$ cat src/cfef_pkg.sv
package cfef_pkg;

  // ----------------------------------------------------------------
  // Widths
  // ----------------------------------------------------------------
  localparam int unsigned ADDR_W = 8;
  localparam int unsigned DATA_W = 32;
  localparam int unsigned REG_W = 8;
  localparam int unsigned CHG_STATE_W = 3;
  localparam int unsigned ICO_STATE_W = 2;
  localparam int unsigned BUS_STATE_W = 4;

  // ----------------------------------------------------------------
  // Register indices and byte addresses
  // ----------------------------------------------------------------
  // Printed offsets are not word aligned, so the byte address is 4 x index
  localparam logic [7:0] IDX_FAULT = 8'h21;
  localparam logic [7:0] IDX_FLAG0 = 8'h22;
  localparam logic [7:0] IDX_FLAG1 = 8'h23;
  localparam logic [ADDR_W-1:0] ADDR_FAULT = ADDR_W'(4 * IDX_FAULT);
  localparam logic [ADDR_W-1:0] ADDR_FLAG0 = ADDR_W'(4 * IDX_FLAG0);
  localparam logic [ADDR_W-1:0] ADDR_FLAG1 = ADDR_W'(4 * IDX_FLAG1);

  // ----------------------------------------------------------------
  // Field positions, masks, reset values
  // ----------------------------------------------------------------
  localparam int unsigned FAULT_SHORT_BIT = 7;
  localparam int unsigned FAULT_OVP_BIT = 6;
  localparam int unsigned FAULT_TSHUT_BIT = 2;
  localparam int unsigned F0_IIN_BIT = 7;
  localparam int unsigned F0_VIN_BIT = 6;
  localparam int unsigned F0_WD_BIT = 5;
  localparam int unsigned F0_WEAK_BIT = 4;
  localparam int unsigned F0_PG_BIT = 3;
  localparam int unsigned F0_IN2_BIT = 2;
  localparam int unsigned F0_IN1_BIT = 1;
  localparam int unsigned F0_BUS_BIT = 0;
  localparam int unsigned F1_CHG_BIT = 7;
  localparam int unsigned F1_ICO_BIT = 6;
  localparam int unsigned F1_BUS_BIT = 4;
  localparam int unsigned F1_THERMAL_REGULATION_BIT = 2;
  localparam int unsigned F1_BAT_BIT = 1;
  localparam int unsigned F1_PORT_BIT = 0;
  localparam logic [REG_W-1:0] FAULT_MASK = 8'hC4;
  localparam logic [REG_W-1:0] FLAG0_MASK = 8'hFF;
  localparam logic [REG_W-1:0] FLAG1_MASK = 8'hD7;
  localparam logic [REG_W-1:0] REG_RESET = 8'h00;

  localparam logic [1:0] RESP_OKAY = 2'h0;
  localparam logic [1:0] RESP_DECERR = 2'h3;

  // ----------------------------------------------------------------
  // Types
  // ----------------------------------------------------------------
  typedef enum logic [1:0] {
    SEL_NONE = 2'b00,
    SEL_FAULT = 2'b01,
    SEL_FLAG0 = 2'b10,
    SEL_FLAG1 = 2'b11
  } cfef_sel_t;

  typedef struct packed {
    logic awvalid;
    logic [ADDR_W-1:0] awaddr;
    logic wvalid;
    logic [DATA_W-1:0] wdata;
    logic [DATA_W/8-1:0] wstrb;
    logic bready;
    logic arvalid;
    logic [ADDR_W-1:0] araddr;
    logic rready;
  } cfef_axi_req_t;

  typedef struct packed {
    logic awready;
    logic wready;
    logic bvalid;
    logic [1:0] bresp;
    logic arready;
    logic rvalid;
    logic [DATA_W-1:0] rdata;
    logic [1:0] rresp;
  } cfef_axi_rsp_t;

  typedef struct packed {
    logic input_current_regulation;
    logic input_voltage_regulation;
    logic watchdog_expired;
    logic weak_source_status;
    logic power_good_status;
    logic input2_present;
    logic input1_present;
    logic bus_input_present;
    logic [CHG_STATE_W-1:0] charge_state;
    logic [ICO_STATE_W-1:0] input_current_optimizer;
    logic [BUS_STATE_W-1:0] bus_input_state;
    logic thermal_regulation;
    logic battery_present;
    logic port_detection_status;
  } cfef_sources_t;

  typedef struct packed {
    logic system_short_status;
    logic system_overvoltage_status;
    logic thermal_shutdown_status;
  } cfef_faults_t;

endpackage

$ cat src/cfef_edge_detect.sv
`timescale 1ns/1ps
module cfef_edge_detect #(
  parameter int unsigned W = 1
) (
  input wire logic clk, // Device clock
  input wire logic reset, // Synchronous reset, active high
  input wire logic [W-1:0] sample, // Live source levels
  output logic [W-1:0] rise, // Bit went 0 to 1 this cycle
  output logic [W-1:0] change // Bit toggled this cycle
);

  typedef struct packed {
    logic armed;
    logic [W-1:0] prev;
  } cfef_edge_state_t;

  cfef_edge_state_t state_q;
  cfef_edge_state_t state_d;

  // Not armed in the first cycle after reset, so levels already high at
  // release do not report a false edge.
  always_comb begin
    state_d = state_q;
    state_d.armed = 1'b1;
    state_d.prev = sample;
    rise = state_q.armed ? (sample & ~state_q.prev) : '0;
    change = state_q.armed ? (sample ^ state_q.prev) : '0;
  end

  always_ff @(posedge clk) begin
    if (reset) begin
      state_q <= '0;
    end else begin
      state_q <= state_d;
    end
  end

endmodule

$ cat src/cfef_flag_reg.sv
`timescale 1ns/1ps
module cfef_flag_reg #(
  parameter logic [cfef_pkg::REG_W-1:0] VALID_MASK = 8'hFF
) (
  input wire logic clk, // Device clock
  input wire logic reset, // Synchronous reset, active high
  input wire logic [cfef_pkg::REG_W-1:0] set, // Event pulses
  input wire logic clear, // Read-clear strobe
  output logic [cfef_pkg::REG_W-1:0] flags // Sticky flags
);

  typedef struct packed {
    logic [cfef_pkg::REG_W-1:0] flags;
  } cfef_flag_state_t;

  cfef_flag_state_t state_q;
  cfef_flag_state_t state_d;

  // A set in the clearing cycle survives; reserved bits never hold a one.
  always_comb begin
    state_d = state_q;
    state_d.flags = ((state_q.flags & ~{cfef_pkg::REG_W{clear}}) | set)
      & VALID_MASK;
  end

  always_ff @(posedge clk) begin
    if (reset) begin
      state_q.flags <= cfef_pkg::REG_RESET;
    end else begin
      state_q <= state_d;
    end
  end

  assign flags = state_q.flags;

endmodule

$ cat src/cfef_charger_flags.sv
// Decided for this implementation: the AXI4-Lite interface to the registers.
`timescale 1ns/1ps
module cfef_charger_flags (
  input wire logic clk, // Device clock, 125 MHz
  input wire logic reset, // Synchronous reset, active high
  input wire cfef_pkg::cfef_axi_req_t axi_req, // AXI4-Lite master side
  output cfef_pkg::cfef_axi_rsp_t axi_rsp, // AXI4-Lite slave side
  input wire cfef_pkg::cfef_faults_t faults, // Live protection states
  input wire cfef_pkg::cfef_sources_t sources // Live event sources
);

  // ----------------------------------------------------------------
  // Types and state
  // ----------------------------------------------------------------
  typedef enum logic [0:0] {
    RD_IDLE = 1'b0,
    RD_RESP = 1'b1
  } cfef_rd_state_t;

  typedef enum logic [1:0] {
    WR_IDLE = 2'b00,
    WR_HAVE_ADDR = 2'b01,
    WR_HAVE_DATA = 2'b10,
    WR_RESP = 2'b11
  } cfef_wr_state_t;

  typedef struct packed {
    cfef_rd_state_t rd_state;
    cfef_wr_state_t wr_state;
    logic wr_addr_ok;
    logic [cfef_pkg::REG_W-1:0] fault;
    cfef_pkg::cfef_axi_rsp_t rsp;
  } cfef_state_t;

  cfef_state_t state_q;
  cfef_state_t state_d;

  cfef_pkg::cfef_sources_t rise_s;
  cfef_pkg::cfef_sources_t change_s;
  logic [$bits(cfef_pkg::cfef_sources_t)-1:0] rise_v;
  logic [$bits(cfef_pkg::cfef_sources_t)-1:0] change_v;
  logic [cfef_pkg::REG_W-1:0] set0;
  logic [cfef_pkg::REG_W-1:0] set1;
  logic [cfef_pkg::REG_W-1:0] flags0;
  logic [cfef_pkg::REG_W-1:0] flags1;
  logic [cfef_pkg::REG_W-1:0] fault_d;
  logic clear0;
  logic clear1;
  logic rd_take;
  cfef_pkg::cfef_sel_t rd_sel;
  cfef_pkg::cfef_sel_t wr_sel;
  logic aw_take;
  logic w_take;
  logic bus_quiet;

  // ----------------------------------------------------------------
  // Helpers
  // ----------------------------------------------------------------
  // Shared by the read and the write address decode
  function automatic cfef_pkg::cfef_sel_t decode(
    input logic [cfef_pkg::ADDR_W-1:0] addr
  );
    cfef_pkg::cfef_sel_t sel;
    if (addr == cfef_pkg::ADDR_FAULT) begin
      sel = cfef_pkg::SEL_FAULT;
    end else if (addr == cfef_pkg::ADDR_FLAG0) begin
      sel = cfef_pkg::SEL_FLAG0;
    end else if (addr == cfef_pkg::ADDR_FLAG1) begin
      sel = cfef_pkg::SEL_FLAG1;
    end else begin
      sel = cfef_pkg::SEL_NONE;
    end
    return sel;
  endfunction

  // Narrow register placed in the low byte, upper bits zero
  function automatic logic [cfef_pkg::DATA_W-1:0] widen(
    input logic [cfef_pkg::REG_W-1:0] value
  );
    return {{(cfef_pkg::DATA_W - cfef_pkg::REG_W){1'b0}}, value};
  endfunction

  // ----------------------------------------------------------------
  // Response helpers
  // ----------------------------------------------------------------
  // One answer code per decoded address
  function automatic logic [1:0] resp_for(
    input cfef_pkg::cfef_sel_t sel
  );
    logic [1:0] code;
    if (sel == cfef_pkg::SEL_NONE) begin
      code = cfef_pkg::RESP_DECERR;
    end else begin
      code = cfef_pkg::RESP_OKAY;
    end
    return code;
  endfunction

  // Register picked by a read; an unmapped address reads as zero
  function automatic logic [cfef_pkg::DATA_W-1:0] read_word(
    input cfef_pkg::cfef_sel_t sel,
    input logic [cfef_pkg::REG_W-1:0] fault,
    input logic [cfef_pkg::REG_W-1:0] f0,
    input logic [cfef_pkg::REG_W-1:0] f1
  );
    logic [cfef_pkg::DATA_W-1:0] word;
    if (sel == cfef_pkg::SEL_FAULT) begin
      word = widen(fault);
    end else if (sel == cfef_pkg::SEL_FLAG0) begin
      word = widen(f0);
    end else if (sel == cfef_pkg::SEL_FLAG1) begin
      word = widen(f1);
    end else begin
      word = '0;
    end
    return word;
  endfunction

  // ----------------------------------------------------------------
  // Edge detection of event sources
  // ----------------------------------------------------------------
  cfef_edge_detect #(
    .W($bits(cfef_pkg::cfef_sources_t))
  ) u_edges (
    .clk(clk),
    .reset(reset),
    .sample(sources),
    .rise(rise_v),
    .change(change_v)
  );

  assign rise_s = rise_v;
  assign change_s = change_v;

  always_comb begin
    set0 = '0;
    set1 = '0;
    set0[cfef_pkg::F0_IIN_BIT] = rise_s.input_current_regulation;
    set0[cfef_pkg::F0_VIN_BIT] = rise_s.input_voltage_regulation;
    set0[cfef_pkg::F0_WD_BIT] = rise_s.watchdog_expired;
    set0[cfef_pkg::F0_WEAK_BIT] = rise_s.weak_source_status;
    set0[cfef_pkg::F0_PG_BIT] = change_s.power_good_status;
    set0[cfef_pkg::F0_IN2_BIT] = change_s.input2_present;
    set0[cfef_pkg::F0_IN1_BIT] = change_s.input1_present;
    set0[cfef_pkg::F0_BUS_BIT] = change_s.bus_input_present;
    set1[cfef_pkg::F1_CHG_BIT] = |change_s.charge_state;
    set1[cfef_pkg::F1_ICO_BIT] =
      |change_s.input_current_optimizer;
    set1[cfef_pkg::F1_BUS_BIT] = |change_s.bus_input_state;
    set1[cfef_pkg::F1_THERMAL_REGULATION_BIT] = rise_s.thermal_regulation;
    set1[cfef_pkg::F1_BAT_BIT] = change_s.battery_present;
    set1[cfef_pkg::F1_PORT_BIT] =
      change_s.port_detection_status;
  end

  // ----------------------------------------------------------------
  // Sticky flag registers
  // ----------------------------------------------------------------
  cfef_flag_reg #(
    .VALID_MASK(cfef_pkg::FLAG0_MASK)
  ) u_flags0 (
    .clk(clk),
    .reset(reset),
    .set(set0),
    .clear(clear0),
    .flags(flags0)
  );

  cfef_flag_reg #(
    .VALID_MASK(cfef_pkg::FLAG1_MASK)
  ) u_flags1 (
    .clk(clk),
    .reset(reset),
    .set(set1),
    .clear(clear1),
    .flags(flags1)
  );

  // ----------------------------------------------------------------
  // Live fault status
  // ----------------------------------------------------------------
  // Sampled each cycle, so a read shows the state one cycle old.
  always_comb begin
    fault_d = cfef_pkg::REG_RESET;
    fault_d[cfef_pkg::FAULT_SHORT_BIT] =
      faults.system_short_status;
    fault_d[cfef_pkg::FAULT_OVP_BIT] =
      faults.system_overvoltage_status;
    fault_d[cfef_pkg::FAULT_TSHUT_BIT] =
      faults.thermal_shutdown_status;
    fault_d = fault_d & cfef_pkg::FAULT_MASK;
  end

  // ----------------------------------------------------------------
  // Bus take strobes
  // ----------------------------------------------------------------
  // Each channel is taken only while its own ready stands high, so a
  // valid raised in the quiet cycle after reset simply waits.
  assign rd_take = axi_req.arvalid && state_q.rsp.arready;
  assign aw_take = axi_req.awvalid && state_q.rsp.awready;
  assign w_take = axi_req.wvalid && state_q.rsp.wready;
  assign rd_sel = decode(axi_req.araddr);
  assign wr_sel = decode(axi_req.awaddr);

  // Readies come up one cycle after reset release, so every bus output
  // resets to a constant and no request is taken in that first cycle.
  assign bus_quiet = (state_q.rsp == '0) && (state_q.rd_state == RD_IDLE)
    && (state_q.wr_state == WR_IDLE);

  // ----------------------------------------------------------------
  // Read-clear strobes
  // ----------------------------------------------------------------
  // The flag value is captured into rdata in the same edge that clears it,
  // so nothing read is lost and no event in between is dropped.
  assign clear0 = rd_take && (rd_sel == cfef_pkg::SEL_FLAG0);
  assign clear1 = rd_take && (rd_sel == cfef_pkg::SEL_FLAG1);

  // ----------------------------------------------------------------
  // AXI4-Lite slave
  // ----------------------------------------------------------------
  always_comb begin
    state_d = state_q;
    state_d.fault = fault_d;

    // Read channel: one read under way at a time
    case (state_q.rd_state)
      RD_IDLE: begin
        if (rd_take) begin
          state_d.rsp.arready = 1'b0;
          state_d.rsp.rvalid = 1'b1;
          state_d.rd_state = RD_RESP;
          state_d.rsp.rdata = read_word(rd_sel, state_q.fault, flags0,
            flags1);
          state_d.rsp.rresp = resp_for(rd_sel);
        end
      end
      RD_RESP: begin
        if (axi_req.rready) begin
          state_d.rsp.rvalid = 1'b0;
          state_d.rsp.arready = 1'b1;
          state_d.rd_state = RD_IDLE;
        end
      end
      default: begin
        state_d.rd_state = RD_IDLE;
      end
    endcase

    // Write channel: address and data in either order; data are dropped
    // because every register here is read-only.
    case (state_q.wr_state)
      WR_IDLE: begin
        if (aw_take && w_take) begin
          state_d.rsp.awready = 1'b0;
          state_d.rsp.wready = 1'b0;
          state_d.rsp.bvalid = 1'b1;
          state_d.rsp.bresp = (wr_sel == cfef_pkg::SEL_NONE) ?
            cfef_pkg::RESP_DECERR : cfef_pkg::RESP_OKAY;
          state_d.wr_state = WR_RESP;
        end else if (aw_take) begin
          state_d.rsp.awready = 1'b0;
          state_d.wr_addr_ok = (wr_sel != cfef_pkg::SEL_NONE);
          state_d.wr_state = WR_HAVE_ADDR;
        end else if (w_take) begin
          state_d.rsp.wready = 1'b0;
          state_d.wr_state = WR_HAVE_DATA;
        end
      end
      WR_HAVE_ADDR: begin
        if (w_take) begin
          state_d.rsp.wready = 1'b0;
          state_d.rsp.bvalid = 1'b1;
          state_d.rsp.bresp = state_q.wr_addr_ok ?
            cfef_pkg::RESP_OKAY : cfef_pkg::RESP_DECERR;
          state_d.wr_state = WR_RESP;
        end
      end
      WR_HAVE_DATA: begin
        if (aw_take) begin
          state_d.rsp.awready = 1'b0;
          state_d.rsp.bvalid = 1'b1;
          state_d.rsp.bresp = (wr_sel == cfef_pkg::SEL_NONE) ?
            cfef_pkg::RESP_DECERR : cfef_pkg::RESP_OKAY;
          state_d.wr_state = WR_RESP;
        end
      end
      WR_RESP: begin
        if (axi_req.bready) begin
          state_d.rsp.bvalid = 1'b0;
          state_d.rsp.awready = 1'b1;
          state_d.rsp.wready = 1'b1;
          state_d.wr_state = WR_IDLE;
        end
      end
      default: begin
        state_d.wr_state = WR_IDLE;
      end
    endcase

    // Open all three address and data channels after the quiet cycle
    if (bus_quiet) begin
      state_d.rsp.arready = 1'b1;
      state_d.rsp.awready = 1'b1;
      state_d.rsp.wready = 1'b1;
    end
  end

  always_ff @(posedge clk) begin
    if (reset) begin
      state_q.rd_state <= RD_IDLE;
      state_q.wr_state <= WR_IDLE;
      state_q.wr_addr_ok <= 1'b0;
      state_q.fault <= cfef_pkg::REG_RESET;
      state_q.rsp <= '0;
    end else begin
      state_q <= state_d;
    end
  end

  // ----------------------------------------------------------------
  // Bus outputs
  // ----------------------------------------------------------------
  assign axi_rsp = state_q.rsp;

endmodule

$ cat config.mk
export PLATFORM = sky130hd
export DESIGN_NAME = cfef_charger_flags
export DESIGN_NICKNAME = d
export VERILOG_FILES = /design/src/cfef_pkg.sv /design/src/cfef_edge_detect.sv /design/src/cfef_flag_reg.sv /design/src/cfef_charger_flags.sv
export SDC_FILE = /design/constraint.sdc
export NUM_CORES = 1
export LEC_CHECK = 0
export BUFFER_PORTS_ARGS = -buffer_cell sky130_fd_sc_hd__buf_2
export CAP_MARGIN = 40
export CORE_MARGIN = 2
export CORE_UTILIZATION = 47
export DETAILED_ROUTE_END_ITERATION = 6
export GPL_TIMING_DRIVEN = 1
export PLACE_DENSITY_LB_ADDON = 0.15
export SLEW_MARGIN = 20
export SYNTH_ARGS = -nofsm -noshare
export SYNTH_HDL_FRONTEND = slang
export SYNTH_SLANG_ARGS = --single-unit
$ cat constraint.sdc
create_clock -name clk -period 2.2 [get_ports clk]
set_input_delay 0.22 -clock clk [delete_from_list [all_inputs] [get_ports clk]]
set_output_delay 0.22 -clock clk [all_outputs]
set_load 0.01 [all_outputs]
Word-level counts from Yosys, hierarchy flattened
Index checks and enable logic that the tools add are counted.

Register bits after elaboration: 90. Input port bits: 82. Output and inout bits: 41. Word-level logic and storage cells: 124.

Eq/ne operators: 25. Mux-type cells: 42. Bitwise logic cells: 11. Reduce and logical (&&, ||, !) cells: 28.

Operators with widths (number): equality test 8 bit, second input constant (6); zero test 41 bit (1); 2-to-1 mux 2 bit (18); 2-to-1 mux 36 bit (1); 2-to-1 mux 8 bit (3); 2-to-1 mux 21 bit (1); AND 20 bit (1); 2-to-1 mux 20 bit (1); NOT 20 bit (1); AND 8 bit (2); 2-to-1 mux 16 bit (1); NOT 8 bit (2); bitwise OR 8 bit (2); bitwise XOR 16 bit (1); inequality test 4 x 3 -> 1 bit, second input constant (3); AND reduction 4 bit (3); inequality test 2 bit, second input constant (5); 2-to-1 mux 3 bit (3); inequality test 3 bit, second input constant (3); equality test 2 bit, second input constant (4); logical AND 1 bit (8); one-hot mux 2 bit (4 select lines) (1); AND reduction 2 bit (4); nonzero test 4 bit (2); other kinds (19) (29).

Logic depth before layout (Yosys ltp)
Gate-level depths: netlist of the first run.

Word-level depth: 11. Mapped depth: 6. Depth with buffers taken out: 6.

Hierarchy
From an unflattened synthesis of the first run, not the netlist that was laid out.

Cell total of the unflattened synthesis: 381. Area total of the unflattened synthesis: 3268.1 um2.

Modules (own cells, without submodules): cfef_charger_flags (instances 1, cells each 193, area each 1555.2 um2, sequential area each 440.4 um2); cfef_edge_detect (instances 1, cells each 128, area each 1179.9 um2, sequential area each 420.4 um2); cfef_flag_reg (u_flags0) (instances 1, cells each 33, area each 304.0 um2, sequential area each 160.2 um2); cfef_flag_reg (u_flags1) (instances 1, cells each 27, area each 229.0 um2, sequential area each 120.1 um2).

Least setup slack after synthesis of the first run
Ideal clock, no wire load.

Path kind: input-to-reg. From: input axi_req[7] (netlist name). To: register, netlist name u_flags0.flags[0]. Library setup time: 0.117 ns. Arrival: 1.681 ns. Required time: 2.083 ns. Slack: 0.403 ns. Stages: 4. Buffers on the path: 0. Cell sequence: or4b_4 > or3_4 > o31a_1 > a22o_1.

Longest elaborated chain between the ends: 9. Elaborated cells between the ends (all ways): 11. Those cells by class: 4 x eq/ne; 3 x mux; 3 x bitwise; 1 x reduce/logical.

RTL lines: start: declaration (line cfef_charger_flags.sv:6) `input wire cfef_pkg::cfef_axi_req_t axi_req,`; equality test 8 bit (line cfef_charger_flags.sv:68) `end else if (addr == cfef_pkg::ADDR_FLAG1) begin`; 2-to-1 mux 2 bit (line cfef_charger_flags.sv:68); 2-to-1 mux 2 bit (line cfef_charger_flags.sv:66) `end else if (addr == cfef_pkg::ADDR_FLAG0) begin`; 2-to-1 mux 2 bit (*) (line cfef_charger_flags.sv:64) `if (addr == cfef_pkg::ADDR_FAULT) begin`; equality test 2 bit (*) (line cfef_charger_flags.sv:215) `assign clear0 = rd_take && (rd_sel == cfef_pkg::SEL_FLAG0);`; logical AND 1 bit (*) (line cfef_charger_flags.sv:215); NOT 8 bit (*) (line cfef_flag_reg.sv:22) `state_d.flags = ((state_q.flags & ~{cfef_pkg::REG_W{clear}}) | set)`; AND 8 bit (*) (line cfef_flag_reg.sv:22); bitwise OR 8 bit (*) (line cfef_flag_reg.sv:22).

Every way passes the cells marked *; elsewhere a longest branch is shown, timed or not. A chain may end at the register's enable or synchronous reset.

Final worst setup path of the first run
From: register state_q[50] (netlist name). To: register state_q, in the netlist axi_rsp[40].

Longest elaborated chain between the ends: 4. Elaborated cells between the ends (all ways): 9. Those cells by class: 3 x eq/ne; 2 x mux; 4 x reduce/logical.

RTL lines: start: declaration (line cfef_charger_flags.sv:35) `cfef_state_t state_q;`; start signal: assignment (line cfef_charger_flags.sv:316) `state_q <= state_d;`; zero test 2 bit (line cfef_charger_flags.sv:208, cfef_charger_flags.sv:251); logical AND 1 bit (line cfef_charger_flags.sv:208) `&& (state_q.wr_state == WR_IDLE);`; inequality test 3 bit (no source line) or nonzero test 4 bit (tied branches); AND reduction 2 bit (no source line).

Several ways; a longest one is shown, not always the timed one.

==> results.yml, run 1 <==
routing:
  ant_nets: 0
  num_vias: 1990
  route.detailed.drc: 0
  first_pass_iters: 4
  viasPerCell: 4.87
  wl_per_cell_um: 12.1
  wl_um: 4960
  drt_iter0_drc: 58
placement:
  dp_hpwl_um: 3810
  gp_congestion: 0.796
  numPortBuffers: 62
cells_and_area:
  nets: 419
  fin_util_pct: 54.7
  antennaDiodeCount: 0
  layout-drive-gt1-share_pct: 26.4
  area_growth_pct: 12.6
global_routing:
  met1_usage_pct: 20.9
  grt_pass1_wl_um: 7950
  grt-ovfl-total: 0
  grt_max_degree: 27
  grt_use_met3_pct: 3.86
  grtUsageTotal_pct: 16.5
  antenna_found_initial: 0
  grt_pass1_vias: 1755
  gr-max-usage-layer: "met2"
  use_met2_pct: 26.0
synth:
  yosys.area_share.simple_pct: 17.2
  yosysTopAreaCellShare_pct: 42.9
  synth_warnings: 0
  synthArstFlopShare_pct: 0
  synth_area_leaders: "dfxtp_1 43%, buf_4 12%, nor2b_1 6.4%"
  synth_top_family_by_area: "simple AND/OR/NAND/NOR gates"
  ys_seq_area_share_pct: 42.9
  synth_flop_cell: "dfxtp_1"
  synth_cells: 282
  synth_xor_area_share_pct: 4.94
  synthMuxAreaShare_pct: 3.20
  synth_top_area_cell: "dfxtp_1"
  ys_types: 49
  synth_edf_count: 0
  synth_adder_area_share_pct: 1.88
  avgSynthCellArea_um2: 9.43
  ys_ff_latch: 57
  synth_compound_area_share_pct: 15.2
  synth_area_um2: 2660
sta:
  rsz0062_at_grt: "no"
  setup_viol: 0
  clock_skew_ns: 0.00469
  max_slew_margin_pct: 60.8
  clock.fmax_mhz: 528
  worstMarginPinSlew_ns: 0.588
  post-route-period-util_pct: 86.0
  hold_violations: 0
  min_period_ns: 1.89
  fin_setup_tns_ns: 0
  slew_viol_final: 0
cts:
  post-cts-setup-buffer-count: 0
  root_buffer: "clkbuf_8"
  cts_buffers: 9
  clockBufferDepth: 2
  ctsResizeCount: 0
  clk_transition_reported_paths_ns: 0.06
  cts_max_level: 3
  worst_skew_pair.late_latency_ns: 0.33
  cts_tree: "built"
  postCtsHoldBufs: 0
  clock-sinks: 57
die:
  coreArea_um2: 5470
  initial_utilization_pct: 48.6
  ios: 123
  die_h_um: 79.2
  die-area_um2: 6280
  die_x_um: 79.2
  rows: 27
critical_path:
  worstPathArrival_ns: 2.12
  worst-path-buf-inv: 1
  cp-start-kind: "flip-flop"
  cp-end-kind: "flip-flop"
  r2r-end: "axi_rsp[40]$_SDFFE_PP0P_"
  critPathSlowestCell: "or4_1"
  ff2ff_setup_slack_ns: 0.31
  cp.required_ns: 2.43
  cp_top_family: "simple AND/OR/NAND/NOR gates"
  worstPathCellList: "inv_1, ha_1, nor4b_1, nand3_1, or4_1, a221oi_1"
  rr_worst_depth: 6
  crit_type: "reg2reg"
  crit_path_max_fanout: 4
  cpPeakStageDelay_ns: 0.48
  r2r_start: "state_q[50]$_SDFFE_PP0P_"
power:
  power_density_nw_per_um2: 855
  ir_drop_v: 0.000642
  leakagePower_nw: 1.34
  seq_power_share_pct: 47.5
  p_switching_mw: 0.733
  total_power_mw: 2.56
  p_sw_share_pct: 28.6
  clockPowerShare_pct: 31.0
  power.share.combinational_pct: 21.5
  p_int_mw: 1.83
job:
  maxCapViolCount: 0
min_path:
  hold_end: "state_q[47]$_SDFF_PP0_"
  min_path_type: "in2reg"
  holdCritStartpoint: "faults[1]"
  hold_depth: 2
status:
  status: "finished, final reports clean"
## cells in the final DEF, fill, tap and decap left out, types with 5 or more instances in the layout
cell type | Yosys | final
xor2_1 | 8 | 8
a21oi_1 | 13 | 13
buf_2 | 0 | 62
xnor2_1 | 7 | 7
o21ai_0 | 5 | 5
inv_1 | 13 | 13
a32o_1 | 5 | 5
nand3_1 | 6 | 6
clkbuf_8 | 0 | 10
nor2_1 | 14 | 14
dfxtp_1 | 57 | 57
a22o_1 | 8 | 8
clkbuf_1 | 8 | 5
nand2_1 | 9 | 9
nor2b_1 | 27 | 27
conb_1 | 1 | 24
## per-layer routing
metal | vias to the layer above | routed length (um)
li1 | 1018 | -
met1 | 910 | 2250
met2 | 51 | 2380
met3 | 11 | 246
met4 | 0 | 82
met5 | - | 0
## power by group through the flow
| stage | clock network [mW] | registers [mW] | logic, mW |
|---|---|---|---|
| after floorplan | 0 | 1.21 | 0.475 |
| after detailed placement | 0 | 1.24 | 0.550 |
| after global routing | 0.858 | 1.23 | 0.627 |
| after CTS | 0.820 | 1.21 | 0.553 |
| after global placement | 0 | 1.23 | 0.548 |
| final | 0.794 | 1.21 | 0.551 |
## worst max-delay path by stage
stage	endpoint	slack, ns	cells after the start	from
after floorplan	u_flags0.flags[0]$_SDFF_PP0_	0.40	4	axi_req[7]
after global placement	u_flags0.flags[1]$_SDFF_PP0_	0.21	5	axi_req[7]
after detailed placement	u_flags0.flags[3]$_SDFF_PP0_	0.20	5	axi_req[7]
after CTS	axi_rsp[40]$_SDFFE_PP0P_	0.30	6	state_q[50]$_SDFFE_PP0P_
after global routing	axi_rsp[40]$_SDFFE_PP0P_	0.02	6	state_q[50]$_SDFFE_PP0P_
final	axi_rsp[40]$_SDFFE_PP0P_	0.31	6	state_q[50]$_SDFFE_PP0P_
## metrics by stage
stage | worst slack (ns) | area, um^2 | hold slack [ns] | instances
after detailed placement | 0.202 | 2840 | 0.433 | 394
after global routing | 0.0165 | 2990 | 0.0956 | 409
final | 0.308 | 2990 | 0.0971 | 409
after global placement | 0.213 | 2840 | 0.431 | 394
after CTS | 0.303 | 2990 | 0.0825 | 409
after floorplan | 0.403 | 2750 | 0.348 | 305
## registers in the layout (all words and copies together), names as in the netlist
| name | cells |
|---|---|
| u_flags0.flags | 8 |
| state_q | 7 |
| u_flags1.flags | 6 |
| axi_rsp | 15 |
| u_edges.state_q | 21 |
## cells by family after synthesis
family,Yosys count
AOI/OAI and AO/OA,55
xor gates and xnor gates,15
adders and majority gates,4
buffers and inverters,62
DFF,57
muxes,8
other,1
and+or+nand+nor,80
## synthesized netlist by cell type (2+ instances only)
cell and n:
a21oi_1 13, a22o_1 8, a22oi_1 4, a31oi_1 2, a32o_1 5, a32oi_1 2
buf_4 41, clkbuf_1 8, dfxtp_1 57, ha_1 4, inv_1 13, mux2_2 4
mux2i_1 4, nand2_1 9, nand2b_1 2, nand3_1 6, nand4_1 2, nor2_1 14
nor2b_1 27, nor3_1 3, nor4_1 2, o21a_1 3, o21ai_0 5, o2bb2ai_1 2
or2_2 4, or4_1 2, xnor2_1 7, xor2_1 8
## worst reg2reg max path, delay by kind of cell (launching register included)
kind | cells | cell delay, ns
and+or+nand+nor | 3 | 0.87
adders and majority gates | 1 | 0.20
AOI/OAI and AO/OA | 1 | 0.30
buffers and inverters | 1 | 0.09
DFF | 1 | 0.34
## cell type report
cell class	count	area, um^2
Fill cell	539	2480
Multi-Input combinational cell	186	1220
Sequential cell	57	1140
Timing Repair Buffer	66	340
Clock buffer	15	156
Tap cell	72	90.1
Inverter	13	48.8
(Power assumes the default switching activity.)
==> run 2, diff against run 1 <==
Settings changed: BUFFER_PORTS_ARGS -buffer_cell sky130_fd_sc_hd__buf_2 to unset, CORE_UTILIZATION 47 to 57, DONT_BUFFER_PORTS set to 1.
==> run 2 against run 1 <==
- largest cell class unchanged
- critical endpoint unchanged
- design area fell by 7.2%
- power rose by 12%
- routed wire length fell by 4.9%
- critical path type unchanged
- setup slack improved by 0.0071 ns
- clock-buffer cell count fell by 4
==> results.yml, run 2 (synthesis gave the netlist of run 1 again) <==
cts:
  clock-sinks: 57
  root_buffer: "clkbuf_8"
  clk_transition_reported_paths_ns: 0.06
  post-cts-setup-buffer-count: 0
  cts_tree: "built"
  worst_skew_pair.late_latency_ns: 0.33
  cts_max_level: 3
  cts_buffers: 9
  clockBufferDepth: 2
sta:
  max_slew_margin_pct: 55.2
  slew_viol_final: 0
  worstMarginPinSlew_ns: 0.670
  fin_setup_tns_ns: 0
  clock.fmax_mhz: 530
  min_period_ns: 1.89
  rsz0062_at_grt: "no"
  hold_violations: 0
  worst_slack_ns: 0.315
  clock_skew_ns: 0.00520
  setup_viol: 0
  post-route-period-util_pct: 85.7
cells_and_area:
  layout_common_cells: "57 x dfxtp_1, 27 x nor2b_1, 24 x conb_1"
  layout.cells.most_common: "dfxtp_1"
  seq_area_um2: 1140
  nets: 359
  regMostFlops: "u_edges.state_q"
  final_cell_area_um2: 2780
  largest_reg_flops: 21
  multiInputGateArea_um2: 1220
  layout-drive-gt1-share_pct: 11.5
  antennaDiodeCount: 0
  instances_no_fill: 330
  fillers: 406
  area_growth_pct: 4.52
critical_path:
  ff2ff_setup_slack_ns: 0.31
  crit_path_max_fanout: 4
  cp-start-kind: "flip-flop"
  r2r_start: "state_q[50]$_SDFFE_PP0P_"
  crit_type: "reg2reg"
  cp.required_ns: 2.43
  endpoint: "axi_rsp[40]$_SDFFE_PP0P_"
  worstPathArrival_ns: 2.12
  cp-end-kind: "flip-flop"
  r2r-end: "axi_rsp[40]$_SDFFE_PP0P_"
  rr_worst_depth: 6
  cp-startpoint: "state_q[50]$_SDFFE_PP0P_"
routing:
  route.detailed.drc: 0
  viasPerCell: 5.35
  ant_nets: 0
  drt_iter0_drc: 64
  wl_um: 4720
  num_vias: 1765
  wl_per_cell_um: 14.3
  first_pass_iters: 4
global_routing:
  grt-ovfl-total: 0
  antenna_found_initial: 0
  grt_pass1_vias: 1664
  grt_max_degree: 46
  grt_pass1_wl_um: 7670
  grtUsageTotal_pct: 19.6
die:
  die_x_um: 72.3
  coreArea_um2: 4410
  rows: 24
  die-area_um2: 5230
  die_h_um: 72.3
  initial_utilization_pct: 60.2
  ios: 123
placement:
  place_area_um2: 2490
  dp_hpwl_um: 3400
  pre_cts_slack_ns: 0.277
  numPortBuffers: 0
  gp_congestion: 0.867
  place_inst: 311
power:
  p_int_mw: 2.13
  p_switching_mw: 0.739
  power_density_nw_per_um2: 1030
  p_sw_share_pct: 25.8
  ir_drop_v: 0.000525
  seq_power_share_pct: 42.7
  power.share.combinational_pct: 16.2
  clockPowerShare_pct: 41.1
  leakagePower_nw: 1.12
  total_power_mw: 2.87
job:
  maxCapViolCount: 0
min_path:
  min_path_type: "in2reg"
status:
  status: "finished, final reports clean"
[run 2: metal layers]
layer	global-route usage [%]	vias up	wire (um)
li1	-	892	-
met1	24.1	793	2080
met2	30.0	70	2140
met3	5.97	10	404
met4	11.9	0	99
met5	0	-	0
[run 2: layout make-up]
| cell class | count | share of cell area (%) |
|---|---|---|
| clock buffer | 11 | 5.09 |
| inverter | 13 | 1.76 |
| tap | 52 | 2.34 |
| clock inverter | 5 | 3.69 |
| timing repair buffer | 6 | 2.25 |
| multi-input combinational | 186 | 43.8 |
| sequential | 57 | 41.1 |
[run 2: repair_timing]
| action | in CTS | in global routing |
|---|---|---|
| resized for setup | 0 | 0 |
| endpoints found under the hold margin | 45 | 0 |
| hold buffers | 3 | 0 |
[run 2: how the worst min path moves through the flow]
stage / start / endpoint / slack (ns) / cells past startpoint
after CTS: sources[3] / u_edges.state_q[3]$_SDFF_PP0_ / 0.0004 / 1
after detailed placement: reset / u_flags1.flags[6]$_SDFF_PP0_ / 0.30 / 1
after global placement: reset / axi_rsp[9]$_SDFFE_PP0P_ / 0.29 / 1
after floorplan: faults[0] / state_q[43]$_SDFF_PP0_ / 0.35 / 1
after global routing: sources[5] / u_edges.state_q[5]$_SDFF_PP0_ / 0.01 / 1
final: sources[0] / u_edges.state_q[0]$_SDFF_PP0_ / 0.01 / 1
[run 2: power groups by stage]
stage | clock [mW] | combinational (mW) | sequential, mW
floorplan | 0 | 0.475 | 1.21
global placement | 0 | 0.439 | 1.24
detailed placement | 0 | 0.445 | 1.25
CTS | 1.20 | 0.466 | 1.22
global route | 1.25 | 0.523 | 1.24
finish | 1.18 | 0.464 | 1.22
[run 2: critical path: stages (launching register included)]
cell and delay [ns]:
dfxtp_1 0.34, inv_1 0.09, ha_1 0.18, nor4b_1 0.30, nand3_1 0.11, or4_1 0.48
a221oi_1 0.29
[run 2: through the flow]
step,hold WS [ns],util [%]
floorplan,0.348,-
global placement,0.294,56.5
detailed placement,0.295,56.5
CTS,0.000399,63.0
global route,0.0109,63.0
finish,0.0138,63.0
==> run 3, diff against run 2 <==
Clock period 2.2 ns to 2.25 ns, I/O delays scaled along.
==> run 3 against run 2 <==
- routed wire length is 0.70% lower
- critical path depth is 1 higher
- design area is 0.72% lower
- register-to-register slack better by 0.06 ns
- worst hold slack better by 0.0052 ns
- die area stayed put
- non-clock buffer count is 2 lower
- sequential power hardly changed
- sequential share of layout area is 0.30 points higher
- first-iteration DRC count is 7.8% higher
- clock power hardly changed
- power is 2.4% lower
- critical endpoint is now axi_rsp[36]$_SDFFE_PP0P_
- largest power group unchanged
==> results.yml, run 3 (synthesis gave the netlist of run 1 again) <==
status:
  status: "finished, final reports clean"
sta:
  clock.fmax_mhz: 533
  hold_violations: 0
  slew_viol_final: 0
  setup_viol: 0
  worstMarginPinSlew_ns: 0.670
  fin_setup_tns_ns: 0
  min_period_ns: 1.88
  rsz0062_at_grt: "no"
  whs_ns: 0.0190
  max_slew_margin_pct: 55.2
  post-route-period-util_pct: 83.3
  clock_skew_ns: 0.00509
cts:
  worst_skew_pair.late_latency_ns: 0.33
  cts_tree: "built"
  clockBufferDepth: 2
  ctsResizeCount: 0
  cts_max_level: 3
  cts_buffers: 9
  clk_transition_reported_paths_ns: 0.06
  root_buffer: "clkbuf_8"
  clock-sinks: 57
global_routing:
  grt_pass1_vias: 1654
  gr-max-usage-layer: "met2"
  grtUsageTotal_pct: 19.5
  grt_use_met3_pct: 6.11
  antenna_found_initial: 0
  met1_usage_pct: 24.0
  grt-ovfl-total: 0
  grt_max_degree: 46
  grt_pass1_wl_um: 7640
  use_met2_pct: 29.7
critical_path:
  worstPathArrival_ns: 2.10
  critPathSlowestCell: "a221o_1"
  cp-end-kind: "flip-flop"
  r2r_start: "state_q[50]$_SDFFE_PP0P_"
  cp_top_family: "compound AO/OA/AOI/OAI gates"
  crit_type: "reg2reg"
  cp.required_ns: 2.47
  cpPeakStageDelay_ns: 0.40
  worstPathCellList: "inv_1, ha_1, buf_4, or2_2, a221o_1, mux2i_1, nor2_1"
  cp-startpoint: "state_q[50]$_SDFFE_PP0P_"
  crit_path_max_fanout: 8
  cp-start-kind: "flip-flop"
  worst-path-buf-inv: 2
cells_and_area:
  largest_reg_flops: 21
  antennaDiodeCount: 0
  regMostFlops: "u_edges.state_q"
  layout_common_cells: "57 x dfxtp_1, 27 x nor2b_1, 24 x conb_1"
  layout.cells.most_common: "dfxtp_1"
  instances_no_fill: 328
  area_growth_pct: 3.76
  layout-drive-gt1-share_pct: 11.6
  nets: 357
job:
  maxCapViolCount: 0
die:
  ios: 123
  rows: 24
  initial_utilization_pct: 60.2
  coreArea_um2: 4410
  die_x_um: 72.3
  die_h_um: 72.3
  die-area_um2: 5230
placement:
  place_inst: 311
  numPortBuffers: 0
  gp_congestion: 0.867
  dp_hpwl_um: 3400
routing:
  route.detailed.drc: 0
  drt_iter0_drc: 69
  num_vias: 1758
  viasPerCell: 5.36
  wl_per_cell_um: 14.3
  ant_nets: 0
  wl_um: 4690
  first_pass_iters: 4
power:
  clockPowerShare_pct: 41.1
  p_sw_share_pct: 25.8
  p_int_mw: 2.08
  power.share.combinational_pct: 16.1
  ir_drop_v: 0.000513
  seq_power_share_pct: 42.8
  power_density_nw_per_um2: 1010
  p_switching_mw: 0.721
  leakagePower_nw: 1.11
  total_power_mw: 2.80
min_path:
  min_path_type: "in2reg"
  holdCritStartpoint: "sources[0]"
-- run 3: cell count changes in the layout (fill, tap and decap cells not counted), sizes merged --
cell | before | now
dlygate4sd3 | 2 | 0
-- run 3: worst reg2reg max path, stage by stage, from the launching register on --
cell	delay, ns
dfxtp_1	0.38
inv_1	0.08
ha_1	0.22
buf_4	0.16
or2_2	0.32
a221o_1	0.40
mux2i_1	0.16
nor2_1	0.05
-- run 3: what timing repair did --
action                    CTS  global route
hold endpoints to repair   45             0
setup buffers               0             0
hold buffers                1             0
-- run 3: worst paths after layout --
kind         cells after the start  slack, ns                       endpoint
max                              7       0.37       axi_rsp[36]$_SDFFE_PP0P_
min reg2reg                      1       0.48   u_flags0.flags[4]$_SDFF_PP0_
max reg2reg                      7       0.37       axi_rsp[36]$_SDFFE_PP0P_
min                              1       0.02  u_edges.state_q[0]$_SDFF_PP0_
-- run 3: area by class of cell --
class,count,area (um^2)
Tap cell,52,65.1
Inverter,13,48.8
Clock buffer,11,141
Clock inverter,5,103
Timing Repair Buffer,4,42.5
Sequential cell,57,1140
Multi-Input combinational cell,186,1220
Fill cell,408,1660
-- run 3: metal layers --
layer | part of all wire [%] | up-vias
met2 | 45 | 70
li1 | - | 888
met5 | 0 | -
met3 | 8.6 | 10
met4 | 2.1 | 0
met1 | 44 | 790
-- run 3: metrics by stage --
step           utilization, %  area [um^2]  worst slack [ns]
2_1_floorplan               -         2750             0.448
3_3_place_gp             56.5         2490             0.337
3_5_place_dp             56.5         2490             0.322
4_1_cts                  62.5         2760             0.341
5_1_grt                  62.5         2760             0.153
6_report                 62.5         2760             0.375
-- run 3: power groups by stage --
stage               Clock, mW  Combinational [mW]  Sequential (mW)
global placement            0               0.429             1.22
floorplan                   0               0.465             1.18
global route             1.22               0.509             1.21
detailed placement          0               0.435             1.22
finish                   1.15               0.451             1.20
CTS                      1.18               0.453             1.20
